===== config.mk =====
export PLATFORM = sky130hd
export DESIGN_NAME = sbic_top
export DESIGN_NICKNAME = d
export VERILOG_FILES = /design/src/hdl/sbic_pkg.sv /design/src/hdl/sbic_top.sv
export SDC_FILE = /design/constraint.sdc
export NUM_CORES = 1
export LEC_CHECK = 0
export BUFFER_PORTS_ARGS = -buffer_cell sky130_fd_sc_hd__buf_2
export CORE_ASPECT_RATIO = 0.9
export CORE_MARGIN = 3
export CORE_UTILIZATION = 50
export CTS_CLUSTER_DIAMETER = 120
export DETAILED_ROUTE_END_ITERATION = 10
export PLACE_DENSITY = 0.66
export SETUP_SLACK_MARGIN = 0.2
export SLEW_MARGIN = 20
export SYNTH_ARGS = -nofsm -noshare
export SYNTH_HDL_FRONTEND = slang
export SYNTH_SLANG_ARGS = --single-unit

===== constraint.sdc =====
create_clock -name clk -period 4.5 [get_ports clk]
set_clock_uncertainty 0.15 [all_clocks]
set_input_delay 0.225 -clock clk [delete_from_list [all_inputs] [get_ports clk]]
set_output_delay 0.225 -clock clk [all_outputs]
set_load 0.1 [all_outputs]

===== src/hdl/sbic_pkg.sv =====
/*
 * shared types and constants for the serial break and idle control block.
 * assumes a single clock domain and plain control ports, no register bus.
 */
package sbic_pkg;
    // ------------------------------------------------------------
    // frame shape
    // ------------------------------------------------------------
    localparam int unsigned DATA_W = 9;
    localparam int unsigned FRAME_W = 11;
    localparam logic [3:0] FRAME_LEN_SHORT = 4'ha;
    localparam logic [3:0] FRAME_LEN_LONG = 4'hb;
    localparam logic [3:0] DATA_LEN_SHORT = 4'h8;
    localparam logic [3:0] DATA_LEN_LONG = 4'h9;
    localparam logic LINE_IDLE = 1'b1;
    localparam int unsigned BIT_CYCLES_DEF = 16;
    localparam int unsigned FIFO_DEPTH_DEF = 16;
    localparam logic [15:0] CNT_RST = 16'h0000;
    localparam logic [DATA_W-1:0] DATA_RST = 9'h000;

    typedef enum logic [1:0] {SBIC_TX_IDLE, SBIC_TX_SEND} sbic_tx_state_t;
    typedef enum logic [2:0] {
        SBIC_RX_IDLE, SBIC_RX_START, SBIC_RX_DATA, SBIC_RX_STOP, SBIC_RX_WAIT
    } sbic_rx_state_t;

    // line format selected by software
    typedef struct packed {
        logic longWord;     // word-length select
        logic parityOn;
        logic parityOdd;
    } sbic_fmt_t;

    // receive flags shown to software
    typedef struct packed {
        logic rxHoldingFull;
        logic framingError;
        logic parityError;
        logic breakSeen;
    } sbic_rx_flags_t;
endpackage


===== src/hdl/sbic_top.sv =====
/*
 * break detect, idle character handling and a small serial transceiver,
 * with a transmit fifo in front of the shifter.
 * assumes control ports come from logic on clk; the receive pin is
 * asynchronous and is synchronised here.
 */
`timescale 1ns/10ps

// ------------------------------------------------------------
// transmit fifo
// ------------------------------------------------------------
module sbic_fifo #(
    parameter int unsigned W = sbic_pkg::DATA_W,
    parameter int unsigned DEPTH = sbic_pkg::FIFO_DEPTH_DEF
) (
    input wire logic clk,              // module clock
    input wire logic rst,              // async reset, high
    input wire logic inValid,          // write offered
    output logic inReady,              // room left
    input wire logic [W-1:0] inData,   // word written
    output logic outValid,             // word available
    input wire logic outReady,         // consumer takes word
    output logic [W-1:0] outData       // head word
);
    localparam int unsigned AW = $clog2(DEPTH);
    typedef struct packed {
        logic [AW-1:0] wp;
        logic [AW-1:0] rp;
        logic [AW:0] cnt;
        logic full;
        logic empty;
    } sbic_fifo_st_t;

    sbic_fifo_st_t s_q, s_d;
    logic [W-1:0] mem [DEPTH];
    logic push, pop;

    assign push = inValid & ~s_q.full;
    assign pop = outReady & ~s_q.empty;

    always_comb begin
        s_d = s_q;
        if (push) begin
            s_d.wp = s_q.wp + 1'b1;
        end
        if (pop) begin
            s_d.rp = s_q.rp + 1'b1;
        end
        s_d.cnt = s_q.cnt + {{AW{1'b0}}, push} - {{AW{1'b0}}, pop};
        s_d.full = (s_d.cnt == (AW+1)'(DEPTH));
        s_d.empty = (s_d.cnt == '0);
    end

    always_ff @(posedge clk or posedge rst) begin
        if (rst) begin
            s_q <= '{wp: '0, rp: '0, cnt: '0, full: 1'b0, empty: 1'b1};
        end else begin
            s_q <= s_d;
        end
    end

    // storage has no reset: contents are only read behind the count
    always_ff @(posedge clk) begin
        if (push) begin
            mem[s_q.wp] <= inData;
        end
    end

    assign inReady = ~s_q.full;
    assign outValid = ~s_q.empty;
    assign outData = mem[s_q.rp];
endmodule // sbic_fifo

// ------------------------------------------------------------
// top
// ------------------------------------------------------------
module sbic_top #(
    parameter int unsigned BIT_CYCLES = sbic_pkg::BIT_CYCLES_DEF,
    parameter int unsigned FIFO_DEPTH = sbic_pkg::FIFO_DEPTH_DEF
) (
    input wire logic clk,                                  // module clock
    input wire logic rst,                                  // async reset, high
    input wire logic txSwitch,                             // transmitter enable
    input wire logic breakDetectEnable,                    // break detection on
    input wire sbic_pkg::sbic_fmt_t fmt,                   // line format
    input wire logic txValid,                              // data write offered
    output logic txReady,                                  // fifo accepts write
    input wire logic [sbic_pkg::DATA_W-1:0] txData,        // data written
    output logic txHoldingVacant,                          // fifo empty
    input wire logic rxPin,                                // serial input pin
    output logic txdOut,                                   // serial output level
    output logic txdOe,                                    // serial output driven
    input wire logic rxFlagClear,                          // read of rx data, clears flags
    output logic [sbic_pkg::DATA_W-1:0] rxData,            // received word
    output sbic_pkg::sbic_rx_flags_t rxFlags               // receive flags
);
    localparam logic [15:0] BIT_LAST = 16'(BIT_CYCLES - 1);
    localparam logic [15:0] BIT_HALF = 16'(BIT_CYCLES / 2);

    typedef struct packed {
        sbic_pkg::sbic_tx_state_t txState;
        logic [sbic_pkg::FRAME_W-1:0] txBits;
        logic [3:0] txCnt;
        logic [15:0] txDiv;
        logic idleQueued;
        logic preamblePend;
        logic teLast;
        logic txdOut;
        logic txdOe;
        logic rxSync1;
        logic rxSync2;
        sbic_pkg::sbic_rx_state_t rxState;
        logic [15:0] rxDiv;
        logic [3:0] rxCnt;
        logic [sbic_pkg::DATA_W-1:0] rxShift;
        logic rxZero;
        logic [sbic_pkg::DATA_W-1:0] rxData;
        sbic_pkg::sbic_rx_flags_t flags;
    } sbic_st_t;

    sbic_st_t s_q, s_d;
    logic fifoValid, fifoPop;
    logic [sbic_pkg::DATA_W-1:0] fifoData;

    // parity over the data bits below the parity position
    function automatic logic parityOf(input logic [sbic_pkg::DATA_W-1:0] d,
                                      input sbic_pkg::sbic_fmt_t f);
        logic p;
        p = f.longWord ? ^d[7:0] : ^d[6:0];
        return p ^ f.parityOdd;
    endfunction

    function automatic logic [3:0] frameLen(input sbic_pkg::sbic_fmt_t f);
        return f.longWord ? sbic_pkg::FRAME_LEN_LONG : sbic_pkg::FRAME_LEN_SHORT;
    endfunction

    // frame, lsb first: start, data (top data bit replaced by parity), stop
    function automatic logic [sbic_pkg::FRAME_W-1:0] buildFrame(
            input logic [sbic_pkg::DATA_W-1:0] d, input sbic_pkg::sbic_fmt_t f);
        logic [sbic_pkg::DATA_W-1:0] w;
        w = d;
        if (f.parityOn && f.longWord) begin
            w[8] = parityOf(d, f);
        end else if (f.parityOn) begin
            w[7] = parityOf(d, f);
        end
        if (f.longWord) begin
            return {1'b1, w, 1'b0};
        end
        return {2'b11, w[7:0], 1'b0};
    endfunction

    sbic_fifo #(.W(sbic_pkg::DATA_W), .DEPTH(FIFO_DEPTH)) u_fifo (
        .clk(clk),
        .rst(rst),
        .inValid(txValid),
        .inReady(txReady),
        .inData(txData),
        .outValid(fifoValid),
        .outReady(fifoPop),
        .outData(fifoData)
    );

    always_comb begin
        logic teRise;
        logic [3:0] dataLen;
        logic parBit;
        teRise = 1'b0;
        dataLen = 4'h0;
        parBit = 1'b0;
        s_d = s_q;
        fifoPop = 1'b0;

        // ------------------------------------------------------------
        // transmitter
        // ------------------------------------------------------------
        teRise = txSwitch & ~s_q.teLast;
        s_d.teLast = txSwitch;
        if (teRise) begin
            if (s_q.txState == sbic_pkg::SBIC_TX_SEND) begin
                s_d.idleQueued = 1'b1;
            end else begin
                s_d.preamblePend = 1'b1;
            end
        end
        unique case (s_q.txState)
            sbic_pkg::SBIC_TX_IDLE: begin
                s_d.txdOut = sbic_pkg::LINE_IDLE;
                // the edge itself starts the idle, so waiting fifo data cannot
                // slip out ahead of the preamble
                if (txSwitch && (teRise || s_q.preamblePend || s_q.idleQueued)) begin
                    s_d.txBits = '1;
                    s_d.txCnt = frameLen(fmt);
                    s_d.txDiv = BIT_LAST;
                    s_d.preamblePend = 1'b0;
                    s_d.idleQueued = 1'b0;
                    s_d.txState = sbic_pkg::SBIC_TX_SEND;
                end else if (txSwitch && fifoValid) begin
                    fifoPop = 1'b1;
                    s_d.txBits = buildFrame(fifoData, fmt);
                    s_d.txdOut = s_d.txBits[0];
                    s_d.txCnt = frameLen(fmt);
                    s_d.txDiv = BIT_LAST;
                    s_d.txState = sbic_pkg::SBIC_TX_SEND;
                end
            end
            sbic_pkg::SBIC_TX_SEND: begin
                if (s_q.txDiv != 16'h0000) begin
                    s_d.txDiv = s_q.txDiv - 16'h0001;
                end else if (s_q.txCnt == 4'h1) begin
                    s_d.txdOut = sbic_pkg::LINE_IDLE;
                    s_d.txState = sbic_pkg::SBIC_TX_IDLE;
                end else begin
                    s_d.txBits = {1'b1, s_q.txBits[sbic_pkg::FRAME_W-1:1]};
                    s_d.txdOut = s_d.txBits[0];
                    s_d.txCnt = s_q.txCnt - 4'h1;
                    s_d.txDiv = BIT_LAST;
                end
            end
            default: begin
                s_d.txState = sbic_pkg::SBIC_TX_IDLE;
            end
        endcase
        s_d.txdOe = txSwitch | (s_d.txState == sbic_pkg::SBIC_TX_SEND);

        // ------------------------------------------------------------
        // receiver
        // ------------------------------------------------------------
        s_d.rxSync1 = rxPin;
        s_d.rxSync2 = s_q.rxSync1;
        dataLen = fmt.longWord ? sbic_pkg::DATA_LEN_LONG : sbic_pkg::DATA_LEN_SHORT;
        parBit = fmt.longWord ? s_q.rxShift[8] : s_q.rxShift[7];
        // a read clears first so a new event in the same cycle wins
        if (rxFlagClear) begin
            s_d.flags = '0;
        end
        if (s_q.rxDiv != 16'h0000) begin
            s_d.rxDiv = s_q.rxDiv - 16'h0001;
        end
        unique case (s_q.rxState)
            sbic_pkg::SBIC_RX_IDLE: begin
                if (!s_q.rxSync2) begin
                    s_d.rxDiv = BIT_HALF;
                    s_d.rxState = sbic_pkg::SBIC_RX_START;
                end
            end
            sbic_pkg::SBIC_RX_START: begin
                if (s_q.rxDiv == 16'h0000) begin
                    s_d.rxDiv = BIT_LAST;
                    s_d.rxCnt = 4'h0;
                    s_d.rxShift = '0;
                    s_d.rxZero = 1'b1;
                    s_d.rxState = s_q.rxSync2 ? sbic_pkg::SBIC_RX_IDLE
                                              : sbic_pkg::SBIC_RX_DATA;
                end
            end
            sbic_pkg::SBIC_RX_DATA: begin
                if (s_q.rxDiv == 16'h0000) begin
                    s_d.rxShift[s_q.rxCnt] = s_q.rxSync2;
                    s_d.rxZero = s_q.rxZero & ~s_q.rxSync2;
                    s_d.rxCnt = s_q.rxCnt + 4'h1;
                    s_d.rxDiv = BIT_LAST;
                    if (s_q.rxCnt == dataLen - 4'h1) begin
                        s_d.rxState = sbic_pkg::SBIC_RX_STOP;
                    end
                end
            end
            sbic_pkg::SBIC_RX_STOP: begin
                if (s_q.rxDiv == 16'h0000) begin
                    s_d.rxState = s_q.rxSync2 ? sbic_pkg::SBIC_RX_IDLE
                                              : sbic_pkg::SBIC_RX_WAIT;
                    if (!s_q.rxSync2 && s_q.rxZero && breakDetectEnable) begin
                        s_d.flags.breakSeen = 1'b1;
                    end else begin
                        s_d.rxData = fmt.longWord ? s_q.rxShift
                                                  : {1'b0, s_q.rxShift[7:0]};
                        s_d.flags.rxHoldingFull = 1'b1;
                        if (!s_q.rxSync2) begin
                            s_d.flags.framingError = 1'b1;
                        end
                        if (fmt.parityOn && (parityOf(s_q.rxShift, fmt) != parBit)) begin
                            s_d.flags.parityError = 1'b1;
                        end
                    end
                end
            end
            sbic_pkg::SBIC_RX_WAIT: begin
                // hold off until the line returns high after a break
                if (s_q.rxSync2) begin
                    s_d.rxState = sbic_pkg::SBIC_RX_IDLE;
                end
            end
            default: begin
                s_d.rxState = sbic_pkg::SBIC_RX_IDLE;
            end
        endcase
    end

    always_ff @(posedge clk or posedge rst) begin
        if (rst) begin
            s_q <= '{txState: sbic_pkg::SBIC_TX_IDLE, txBits: '1, txCnt: 4'h0,
                     txDiv: sbic_pkg::CNT_RST, idleQueued: 1'b0, preamblePend: 1'b0,
                     teLast: 1'b0, txdOut: sbic_pkg::LINE_IDLE, txdOe: 1'b0,
                     rxSync1: sbic_pkg::LINE_IDLE, rxSync2: sbic_pkg::LINE_IDLE,
                     rxState: sbic_pkg::SBIC_RX_IDLE, rxDiv: sbic_pkg::CNT_RST,
                     rxCnt: 4'h0, rxShift: sbic_pkg::DATA_RST, rxZero: 1'b0,
                     rxData: sbic_pkg::DATA_RST, flags: '0};
        end else begin
            s_q <= s_d;
        end
    end

    assign txdOut = s_q.txdOut;
    assign txdOe = s_q.txdOe;
    assign rxData = s_q.rxData;
    assign rxFlags = s_q.flags;
    assign txHoldingVacant = ~fifoValid;
endmodule // sbic_top


Word-level counts from Yosys, hierarchy flattened
Memories as Yosys holds them, arrays and structs flattened.
Index checks and enable logic that the tools add are counted.

word-level totals
  flip-flop bits (word level) = 101
  bits in latches = 0
  bits in writable memories = 144
  memory bits (read-only) = 0
  bits of input ports = 19
  output and inout port bits = 17
  word-level logic and storage cells = 158
  memories kept = 1

memory list
  name        depth  width  read ports  clocked after memory_dff  wr ports  RTL line        source
  u_fifo.mem  16     9      1           0                         1         sbic_top.sv:35  logic [W-1:0] mem [DEPTH];

operators by class
  $add $sub $neg = 9
  multiply operators = 0
  div/mod/pow operators = 0
  magnitude comparators = 2
  equality and inequality tests = 20
  shift-type cells = 0
  multiplexer cells = 60
  bitwise operators = 12
  reductions and logical operators = 28

operators by type and width
  operator                                                               number
  33-bit two-way mux                                                     4
  31-bit one-hot mux with 2 select lines                                 1
  16-bit one-hot mux with 3 select lines                                 1
  16-bit two-way mux                                                     2
  16-bit nonzero test                                                    2
  16-bit by 1-bit subtractor with 16-bit output (second input constant)  2
  31-bit two-way mux                                                     1
  14-bit one-hot mux with 2 select lines                                 1
  1-bit two-way mux                                                      27
  11-bit two-way mux                                                     2
  19-bit two-way mux                                                     1
  17-bit two-way mux                                                     1
  16-bit zero test                                                       1
  2-bit inequality test (second input constant)                          8
  8-bit XOR reduction                                                    2
  3-bit two-way mux                                                      5
  3-bit one-hot mux with 5 select lines                                  1
  7-bit XOR reduction                                                    2
  4-bit by 1-bit adder with 4-bit output (second input constant)         3
  4-bit two-way mux                                                      3
  2-bit two-way mux                                                      5
  9-bit bitwise mux                                                      1
  9-bit two-way mux                                                      1
  3-bit AND reduction                                                    3
  other kinds (31)                                                       51

Logic depth before layout (Yosys ltp)
Gate-level depths: netlist of run 1.

  depth after elaboration = 13
  gate-level depth with buffers = 12
  mapped depth without buffers = 11

Cells and area by module
A second synthesis of run 1 with hierarchy kept.

second synthesis, totals
  cells, all modules = 818
  area total of the unflattened synthesis = 10,959.3 µm²

by module, submodules not included
  module     instances  cells an instance  area an instance (µm²)  seq. area each (µm²)
  sbic_fifo  1          347                6,448.7                 4,700.8
  sbic_top   1          471                4,510.6                 2,143.3

Least setup slack after synthesis of run 1
Ideal clock, no wire load.

  path type = flip-flop to flip-flop
  start point = register u_fifo.s_q[0] (netlist name)
  end point = register u_fifo.s_q[1] (netlist name)
  setup time = 66 ps
  arrival = 2,891 ps
  data required time = 4,284 ps
  path slack = 1,392 ps
  cell stages (with the launch flop) = 12
  buffers on the path = 1
  period minus slack after synthesis = 3,108 ps
  path through = dfstp_2 nor2_1 and3_1 clkbuf_1 ha_1 inv_1 ha_1 fa_1 a21o_1 a21oi_1 xnor2_1 and2_1

RTL lines
  item                    RTL line        source
  from (decl)             sbic_top.sv:34  sbic_fifo_st_t s_q, s_d;
  from (signal assigned)  sbic_top.sv:56  s_q <= '{wp: '0, rp: '0, cnt: '0, full: 1'b0, empty: 1'b1};

Worst setup path after layout of run 1
  start point = register s_q[34] (netlist name)
  end point = register s_q[16] (netlist name)

on the way
  word-level cells in the longest chain between the ends = 3
  elaborated cells on any way between the ends = 4
  classes of those cells = eq/ne: 2; reduce/logical: 2

ends and longest elaborated chain
  item                                      RTL line                          source
  from (decl)                               sbic_top.sv:121                   sbic_st_t s_q, s_d;
  from (signal assigned)                    sbic_top.sv:301                   s_q <= '{txState: sbic_pkg::SBIC_TX_IDLE, txBits: '1, txCnt: 4'h0,
  16-bit zero test (*)                      sbic_top.sv:248, sbic_top.sv:258
  2-bit inequality test (no source line)    -
  3-bit AND reduction (no source line) (*)  -

Mark *: on every way between the ends. The rest lies on a longest branch, timed or not.
A chain may end at the register's enable or synchronous reset.

==> impl_metrics.py, run 1 <==
metrics = {
    "detailed_routing": {
        "vias": 6358,
        "vias_per_cell": 5.622,
        "routed_wl_um": 21780,
        "wl_per_cell_um": 19.26,
        "drt_pass1_iterations": 5,
        "drtIter0Drc": 483,
        "drc": 0,
        "ant_nets": 0,
    },
    "cells_and_area": {
        "drive_above_1_share_pct": 15.98,
        "utilization_pct": 58.10,
        "diodes": 0,
        "layout.nets": 864,
        "syn_to_final_growth_pct": 12.59,
    },
    "placed_design": {
        "preCtsSetupSlack_ps": 1133,
        "finalWeightedCongestion": 0.7750,
        "portBuffers": 35,
        "hpwl_um": 14230,
    },
    "pwr": {
        "peakVddDrop_uv": 470.8,
        "p_leak_nw": 4.752,
        "power_density_nw_per_um2": 572.9,
    },
    "synthesis": {
        "yosysSeqAreaShare_pct": 62.91,
        "netlist_top_cells_count": "edfxtp_1, dfrtp_1, nor2_1",
        "synth_most_common_cell": "edfxtp_1",
        "synth_cell_types": 69,
        "netlist_instances": 785,
        "synth_area_per_cell_um2": 13.86,
        "synth_edf_count": 144,
        "ys_seq_elements": 244,
        "synth_top_family_by_area": "multiplexers",
        "netlist_area_um2": 10880,
        "yosys.area.top_type": "edfxtp_1",
        "synth_simple_gate_area_share_pct": 10.04,
        "synth_area_leaders": "edfxtp_1, dfrtp_1, mux4_1",
        "ys.flop_type": "edfxtp_1",
        "synth.top_cell.area_share_pct": 39.75,
        "synth_mux_area_share_pct": 10.58,
        "synth-compound-area-share_pct": 6.394,
        "ys_warn_count": 0,
        "synthAdderAreaFrac_pct": 2.369,
        "synth_xor_area_share_pct": 3.795,
        "syn_nets": 824,
        "async_flop_share_pct": 40.98,
    },
    "floorplan": {
        "io_pins": 36,
        "core_area_um2": 21080,
        "dieWidth_um": 161.5,
        "die_y_um": 145.9,
        "fp-row-count": 50,
        "dieArea_um2": 23570,
        "initial_utilization_pct": 51.60,
    },
    "critical_path": {
        "required_ps": 4830,
        "cp-end-kind": "flip-flop",
        "cp_slowest_cell": "nor2b_1",
        "path_cells": "or4_1, nor4b_1, nor2b_1, nand2_1, nor4_2, nand2_1, nand2_1",
        "crit_top_cell": "nand2_1",
        "crit_type": "flip-flop to flip-flop",
        "worst_ep_arrival_time_ps": 3720,
        "cpPeakStageDelay_ps": 660,
        "critPathMaxFanout": 15,
        "ff2ff_setup_slack_ps": 1110,
        "cp-start-kind": "flip-flop",
        "cp_top_family": "simple AND/OR/NAND/NOR gates",
        "path_buf_inv": 0,
    },
    "sta": {
        "finalHoldViolations": 0,
        "maxSlewHeadroom_pct": 33.22,
        "fin_crit_sh_pct": 75.39,
        "maxSlewViolCount": 0,
        "rsz0062_at_grt": "false",
        "finalSetupTns_ps": 0,
        "setup_viol": 0,
        "final.setup.worst_slack_ps": 1107,
        "min_period_ps": 3393,
        "fmax_mhz": 294.8,
        "tightestPinTransition_ps": 1002,
    },
    "global_route": {
        "grt_pass1_wl_um": 35160,
        "grt-ovfl-total": 0,
        "antenna_found_initial": 0,
        "grt_max_degree": 55,
        "grt_pass1_vias": 6404,
        "grt_use_total_pct": 18.76,
    },
    "clocking": {
        "cts_tree": "done",
        "cts_max_level": 1,
        "clk_transition_reported_paths_ps": 60,
        "clock_path_buffers": 3,
        "insertion_delay_ps": 550,
        "cts_made_buffers": 26,
        "clock-sinks": 244,
        "cts-root-buf": "clkbuf_16",
        "post_cts_buffers": 0,
    },
    "status": {
        "status": "completed",
    },
    "job": {
        "cap_violations": 0,
    },
    "worst_hold_path": {
        "min_path_type": "primary input to flip-flop",
    },
}
-- layout make-up --
type                       instances  area (um^2)
clock buffer                      31        699.4
clock inverter                    17        219.0
fill                            1679         8833
inverter                          32        122.6
multi-input combinational        463         3617
sequential                       244         6845
tap                              286        357.8
timing repair buffer              58        387.9
-- layer usage --
metal | up-vias | share of wire (%) | GRT usage (%)
met5 | - | 0 | 0
met2 | 145 | 49 | 31.27
met4 | 0 | 2.7 | 4.903
met1 | 3199 | 45 | 26.13
li1 | 2975 | - | -
met3 | 39 | 3.8 | 2.789
-- flip-flops by register name, indices dropped and copies added, names as in the netlist --
signal / cells
u_fifo.mem: 144
s_q: 69
s_d: 1
u_fifo.s_q: 15
txdOut: 1
rxData: 9
txdOe: 1
rxFlags: 4
-- per-stage QoR --
stage | std cells | hold slack (ps) | cell area, um^2 | total power, mW
after floorplan | 785 | 79.48 | 10880 | 4.417
after global placement | 1067 | 174.8 | 11170 | 4.738
after detailed placement | 1067 | 183.5 | 11170 | 4.813
after CTS | 1131 | 20.21 | 12250 | 7.079
after global routing | 1131 | 62.58 | 12250 | 7.379
final | 1131 | 41.34 | 12250 | 7.017
-- tightest hold or removal path: stages --
cell and delay [ps]:
buf_2 90, nor2b_1 220, xnor2_1 160
-- what timing repair did --
action,4_1_cts,5_1_grt
resized for setup,0,0
endpoints found under the setup margin,0,0
hold buffers,16,0
endpoints found under the hold margin,202,0
-- final timing paths --
kind / from / cells after the start / endpoint
worst max-delay path: s_q[34] / 7 / s_q[16]
worst min-delay path: txValid / 3 / u_fifo.s_q[11]
worst max register to register: s_q[34] / 7 / s_q[16]
worst min register to register: s_d[46] / 0 / s_q[46]
max in group asynchronous: rst / 4 / s_q[14]
min in group asynchronous: rst / 3 / u_fifo.s_q[7]
-- cells by family (layout without fill, tap and decap cells) --
logic type | after synthesis | in the layout
compound gates | 116 | 116
xor+xnor | 44 | 44
fa+ha+maj | 20 | 20
buf+inv | 78 | 138
flops | 244 | 244
mux | 64 | 64
other cells | 1 | 1
simple gates | 218 | 218
-- report_power, final --
part           switching (mW)  internal (mW)  total (mW)  leakage [nW]
Clock                   0.885           1.35        2.23         0.451
Sequential              0.224           2.73        2.96          2.56
Combinational            1.02          0.811        1.83          1.75
-- cells in the final DEF, fill, tap and decap left out, types with 11 or more instances in the layout --
cell type	instances
o21ai_0	39
mux2_2	12
nor2_1	57
dlygate4sd3_1	16
nand3_1	15
and2_1	18
dfstp_2	14
ha_1	19
mux4_1	22
a21oi_1	32
inv_1	29
nand2_1	55
xnor2_1	26
nor3_1	13
buf_2	35
clkbuf_16	26
xor2_1	16
mux2i_1	19
edfxtp_1	144
dfrtp_1	85
mux4_2	11
Note: power is estimated with default switching activity, not from simulation.
==> run 2, diff against run 1 <==
PLACE_DENSITY = 0.69   (was 0.66)
clock period = 2.9 ns   (was 4.5 ns; I/O delays follow)
==> impl_metrics.py, run 2 (synthesized netlist as in run 1, its figures left out) <==
metrics = {
    "status": {
        "status": "finished with violations",
        "violations": "negative setup slack",
    },
    "pwr": {
        "pwr-share-comb_pct": 30.0,
        "power.internal_mw": 7.693,
        "pwr-share-clk_pct": 28.4,
        "power_mw": 11.03,
        "swShare_pct": 30.26,
        "p_switching_mw": 3.339,
        "power_density_nw_per_um2": 873.4,
        "p_leak_nw": 4.919,
        "peakVddDrop_uv": 591.1,
        "p_seq_share_pct": 41.6,
    },
    "job": {
        "cap_violations": 0,
    },
    "floorplan": {
        "initial_utilization_pct": 51.60,
        "dieArea_um2": 23570,
        "dieWidth_um": 161.5,
        "core_area_um2": 21080,
        "fp-row-count": 50,
        "die_y_um": 145.9,
        "io_pins": 36,
    },
    "critical_path": {
        "critPathMaxFanout": 15,
        "r2r.worst_path.cells": 7,
        "worst_ep_arrival_time_ps": 3220,
        "cp-end-kind": "flip-flop",
        "required_ps": 3200,
        "crit_type": "flip-flop to flip-flop",
        "cp-start-kind": "flip-flop",
    },
    "sta": {
        "maxSlewHeadroom_pct": 51.15,
        "rsz0062_at_grt": "true",
        "maxSlewViolCount": 0,
        "whs_ps": 96.00,
        "min_period_ps": 2922,
        "fmax_mhz": 342.2,
        "finalSetupTns_ps": -22.22,
        "final.setup.worst_slack_ps": -22.22,
        "finalHoldViolations": 0,
        "tightestPinTransition_ps": 732.7,
        "setup_viol": 1,
        "fin_crit_sh_pct": 100.8,
    },
    "clocking": {
        "insertion_delay_ps": 530,
        "cts_tree": "done",
        "clock_path_buffers": 3,
        "clock-sinks": 244,
        "cts_max_level": 1,
        "clk_transition_reported_paths_ps": 70,
        "cts_made_buffers": 25,
        "cts-root-buf": "clkbuf_16",
    },
    "global_route": {
        "grt_pass1_vias": 6572,
        "grt_max_degree": 47,
        "grt-ovfl-total": 0,
        "antenna_found_initial": 0,
        "grt_pass1_wl_um": 35800,
        "grt_use_total_pct": 19.00,
    },
    "detailed_routing": {
        "wl_per_cell_um": 19.31,
        "drt_pass1_iterations": 5,
        "drtIter0Drc": 574,
        "drc": 0,
        "vias_per_cell": 5.693,
        "routed_wl_um": 22530,
        "vias": 6644,
        "ant_nets": 0,
    },
    "placed_design": {
        "portBuffers": 35,
        "finalWeightedCongestion": 0.8000,
        "hpwl_um": 14820,
        "dp_cells": 1096,
    },
    "cells_and_area": {
        "layout.nets": 901,
        "regMostFlops": "u_fifo.mem",
        "final_common_cell": "edfxtp_1",
        "nFillCells": 1588,
        "largest_register_ffs": 144,
        "reg_top3": "u_fifo.mem: 144 flops, s_q: 69 flops, u_fifo.s_q: 15 flops",
        "syn_to_final_growth_pct": 16.10,
        "diodes": 0,
        "final_cells": 1167,
        "drive_above_1_share_pct": 21.45,
        "mostFrequentLayoutCells": "edfxtp_1, dfrtp_1, nand2_1, nor2_1, o21ai_0",
    },
    "worst_hold_path": {
        "min_path_type": "primary input to async pin",
    },
}
[run 2: final timing paths]
| kind | start | endpoint | slack (ps) |
|---|---|---|---|
| worst max-delay path | u_fifo.s_q[7] | s_q[82] | -20 |
| worst min register to register | s_d[46] | s_q[46] | 200 |
| max in group asynchronous | rst | s_q[75] | 1660 |
| worst min-delay path | rst | u_fifo.s_q[7] | 100 |
| min in group clk | rxPin | s_d[46] | 160 |
| worst max register to register | u_fifo.s_q[7] | s_q[82] | -20 |
[run 2: layout make-up]
cell class | instances | area [um^2] | share of cell area, %
Timing Repair Buffer | 96 | 748.2 | 5.924
Tap cell | 286 | 357.8 | 2.833
Sequential cell | 244 | 6852 | 54.24
Clock inverter | 12 | 110.1 | 0.8717
Multi-Input combinational cell | 463 | 3740 | 29.61
Clock buffer | 34 | 699.4 | 5.537
Inverter | 32 | 123.9 | 0.9807
[run 2: per-stage QoR]
step / setup slack [ps] / util, % / cell area [um^2]
2_1_floorplan: 78.33 / - / 10950
3_3_place_gp: 14.18 / 54.57 / 11500
4_1_cts: -3.757 / 59.48 / 12540
3_5_place_dp: -43.72 / 54.57 / 11500
6_report: -22.22 / 59.91 / 12630
5_1_grt: -79.84 / 59.91 / 12630
[run 2: timing repair]
action,4_1_cts,5_1_grt
endpoints found under the hold margin,224,2
pin swaps,1,3
setup endpoints to repair,14,35
setup buffers,1,6
gates resized for setup,12,11
hold buffers,17,1
[run 2: critical path, cell delays in order (launching register included)]
cell and delay (ps):
dfrtp_2 390, buf_12 170, mux4_1 550, mux4_2 530
xnor3_1 370, xnor3_1 200, or3b_1 380, nand3_1 90
[run 2: layer usage]
| metal | share of wire [%] | global-route usage [%] | up-vias |
|---|---|---|---|
| met2 | 49 | 31.46 | 213 |
| met3 | 5.2 | 2.618 | 40 |
| li1 | - | - | 3054 |
| met4 | 2.1 | 5.075 | 0 |
| met1 | 43 | 26.73 | 3337 |
| met5 | 0 | 0 | - |
[run 2: power by group through the flow]
| stage | clock, mW | combinational [mW] | sequential (mW) |
|---|---|---|---|
| after floorplan | 0 | 2.33 | 4.58 |
| after global placement | 0 | 3.06 | 4.60 |
| after detailed placement | 0 | 3.18 | 4.65 |
| after CTS | 3.21 | 3.26 | 4.59 |
| after global routing | 3.37 | 3.57 | 4.64 |
| final | 3.13 | 3.31 | 4.59 |
==> run 3, diff against run 2 <==
CTS_BUF_LIST = sky130_fd_sc_hd__clkbuf_2   (was not set)
PLACE_DENSITY = 0.75   (was 0.69)
==> impl_metrics.py, run 3 (synthesized netlist as in run 1, its figures left out) <==
metrics = {
    "floorplan": {
        "dieArea_um2": 23570,
        "initial_utilization_pct": 51.60,
        "dieWidth_um": 161.5,
        "die_y_um": 145.9,
        "io_pins": 36,
        "core_area_um2": 21080,
        "fp-row-count": 50,
    },
    "detailed_routing": {
        "vias": 6921,
        "drt_pass1_iterations": 5,
        "drtIter0Drc": 607,
        "drc": 0,
        "wl_per_cell_um": 18.62,
        "vias_per_cell": 5.475,
        "routed_wl_um": 23540,
        "ant_nets": 0,
    },
    "cells_and_area": {
        "syn_to_final_growth_pct": 16.50,
        "drive_above_1_share_pct": 28.15,
        "regArea_um2": 6849,
        "reg_top3": "u_fifo.mem: 144 flops, s_q: 69 flops, u_fifo.s_q: 15 flops",
        "final_cells": 1264,
        "finalInstanceArea_um2": 12670,
        "largest_register_ffs": 144,
        "regMostFlops": "u_fifo.mem",
        "final_common_cell": "edfxtp_1",
        "multiInputGateArea_um2": 3740,
        "mostFrequentLayoutCells": "edfxtp_1, clkbuf_2, dfrtp_1, nor2_1, nand2_1",
        "layout.nets": 965,
        "nFillCells": 1613,
    },
    "worst_hold_path": {
        "worstHoldPathCells": 3,
        "min_path_type": "primary input to flip-flop",
        "worstHoldEndpoint": "s_q[82]",
        "hp-start": "fmt[1]",
    },
    "clocking": {
        "ctsHoldBuffers": 36,
        "cts-root-buf": "clkbuf_2",
        "clock_path_buffers": 3,
        "cts_made_buffers": 60,
        "insertion_delay_ps": 880,
        "clk_transition_reported_paths_ps": 110,
        "cts_max_level": 2,
        "cts_tree": "done",
        "clock-sinks": 244,
    },
    "critical_path": {
        "path_buf_inv": 1,
        "cp-start-kind": "flip-flop",
        "path_cells": "buf_12, mux4_2, a22oi_2, nand3_2, xnor2_1, xnor3_1, xnor3_1, or3b_1, nand3_1",
        "cp_slowest_cell": "mux4_2",
        "required_ps": 3500,
        "cp_top_family": "XOR/XNOR gates",
        "crit_type": "flip-flop to flip-flop",
        "critPathMaxFanout": 11,
        "worst_ep_arrival_time_ps": 3630,
        "crit_top_cell": "xnor3_1",
        "regToRegStartpoint": "u_fifo.s_q[7]",
        "timing.rr.end": "s_q[82]",
        "cp-end-kind": "flip-flop",
        "r2r.worst_path.cells": 9,
        "cpPeakStageDelay_ps": 510,
        "ff2ff_setup_slack_ps": -120,
    },
    "placed_design": {
        "portBuffers": 35,
        "hpwl_um": 14280,
        "dp_cells": 1093,
        "place_area_um2": 11470,
        "finalWeightedCongestion": 0.8072,
    },
    "global_route": {
        "grt_pass1_vias": 6795,
        "grt-ovfl-total": 0,
        "grt_use_total_pct": 19.65,
        "grt_pass1_wl_um": 36510,
        "grt_max_degree": 52,
        "antenna_found_initial": 1,
    },
    "pwr": {
        "p_leak_nw": 5.079,
        "power_density_nw_per_um2": 826.1,
        "power_mw": 10.47,
        "peakVddDrop_uv": 402.8,
    },
    "sta": {
        "tightestPinTransition_ps": 805.1,
        "setup_viol": 2,
        "final.setup.worst_slack_ps": -123.3,
        "fin_crit_sh_pct": 104.3,
        "maxSlewViolCount": 0,
        "rsz0062_at_grt": "true",
        "whs_ps": -483.5,
        "finalSetupTns_ps": -151.3,
        "finalHoldViolations": 2,
        "maxSlewHeadroom_pct": 46.32,
        "fmax_mhz": 330.8,
        "min_period_ps": 3023,
    },
    "status": {
        "violations": "negative hold slack, negative setup slack",
        "status": "finished with violations",
    },
    "job": {
        "cap_violations": 0,
    },
}
-- run 3: worst register-to-register path, cell delays in order, from the launching register on --
cell,delay (ps)
dfrtp_2,440
buf_12,170
mux4_2,520
a22oi_2,220
nand3_2,140
xnor2_1,190
xnor3_1,410
xnor3_1,220
or3b_1,380
nand3_1,90
-- run 3: repair_timing --
item                                   in CTS  in global routing
setup endpoints to repair                  16                 31
endpoints found under the hold margin     290                  2
gates resized for setup                    11                 27
cloned                                      1                  0
pin swaps                                   1                  9
buffers inserted                            5                 15
-- run 3: routing by layer --
metal | wire length, um | share of wire, % | global-route usage [%]
met3 | 1612 | 6.8 | 4.667
met5 | 0 | 0 | 0
met4 | 382 | 1.6 | 6.065
met2 | 11380 | 48 | 30.99
met1 | 10160 | 43 | 27.34
-- run 3: worst max path at each step --
stage	from	end	slack, ps	cells past startpoint
after floorplan	u_fifo.s_q[7]	s_q[82]	80	8
after global placement	u_fifo.s_q[7]	s_q[82]	-9	7
after detailed placement	u_fifo.s_q[7]	s_q[82]	-50	7
after CTS	u_fifo.s_q[7]	s_q[82]	-70	7
after global routing	u_fifo.s_q[7]	s_q[82]	-220	9
final	u_fifo.s_q[7]	s_q[82]	-120	9
-- run 3: per-stage QoR --
| stage | utilization, % | setup slack (ps) |
|---|---|---|
| floorplan | - | 78.33 |
| CTS | 59.26 | -68.78 |
| detailed placement | 54.40 | -48.16 |
| global route | 60.12 | -220.4 |
| finish | 60.12 | -123.3 |
| global placement | 54.40 | -9.164 |
-- run 3: report_power, final --
part           internal (mW)  switching, mW
sequential              4.24          0.331
combinational           1.77           1.85
clock                  0.903           1.38
-- run 3: cell type report --
class / count / area share, %
inverter: 32 / 0.9773
clock buffer: 97 / 3.830
clock inverter: 16 / 0.6614
timing repair buffer: 125 / 8.144
tap: 286 / 2.823
sequential: 244 / 54.04
antenna: 1 / 0.01974
multi-input combinational: 463 / 29.51
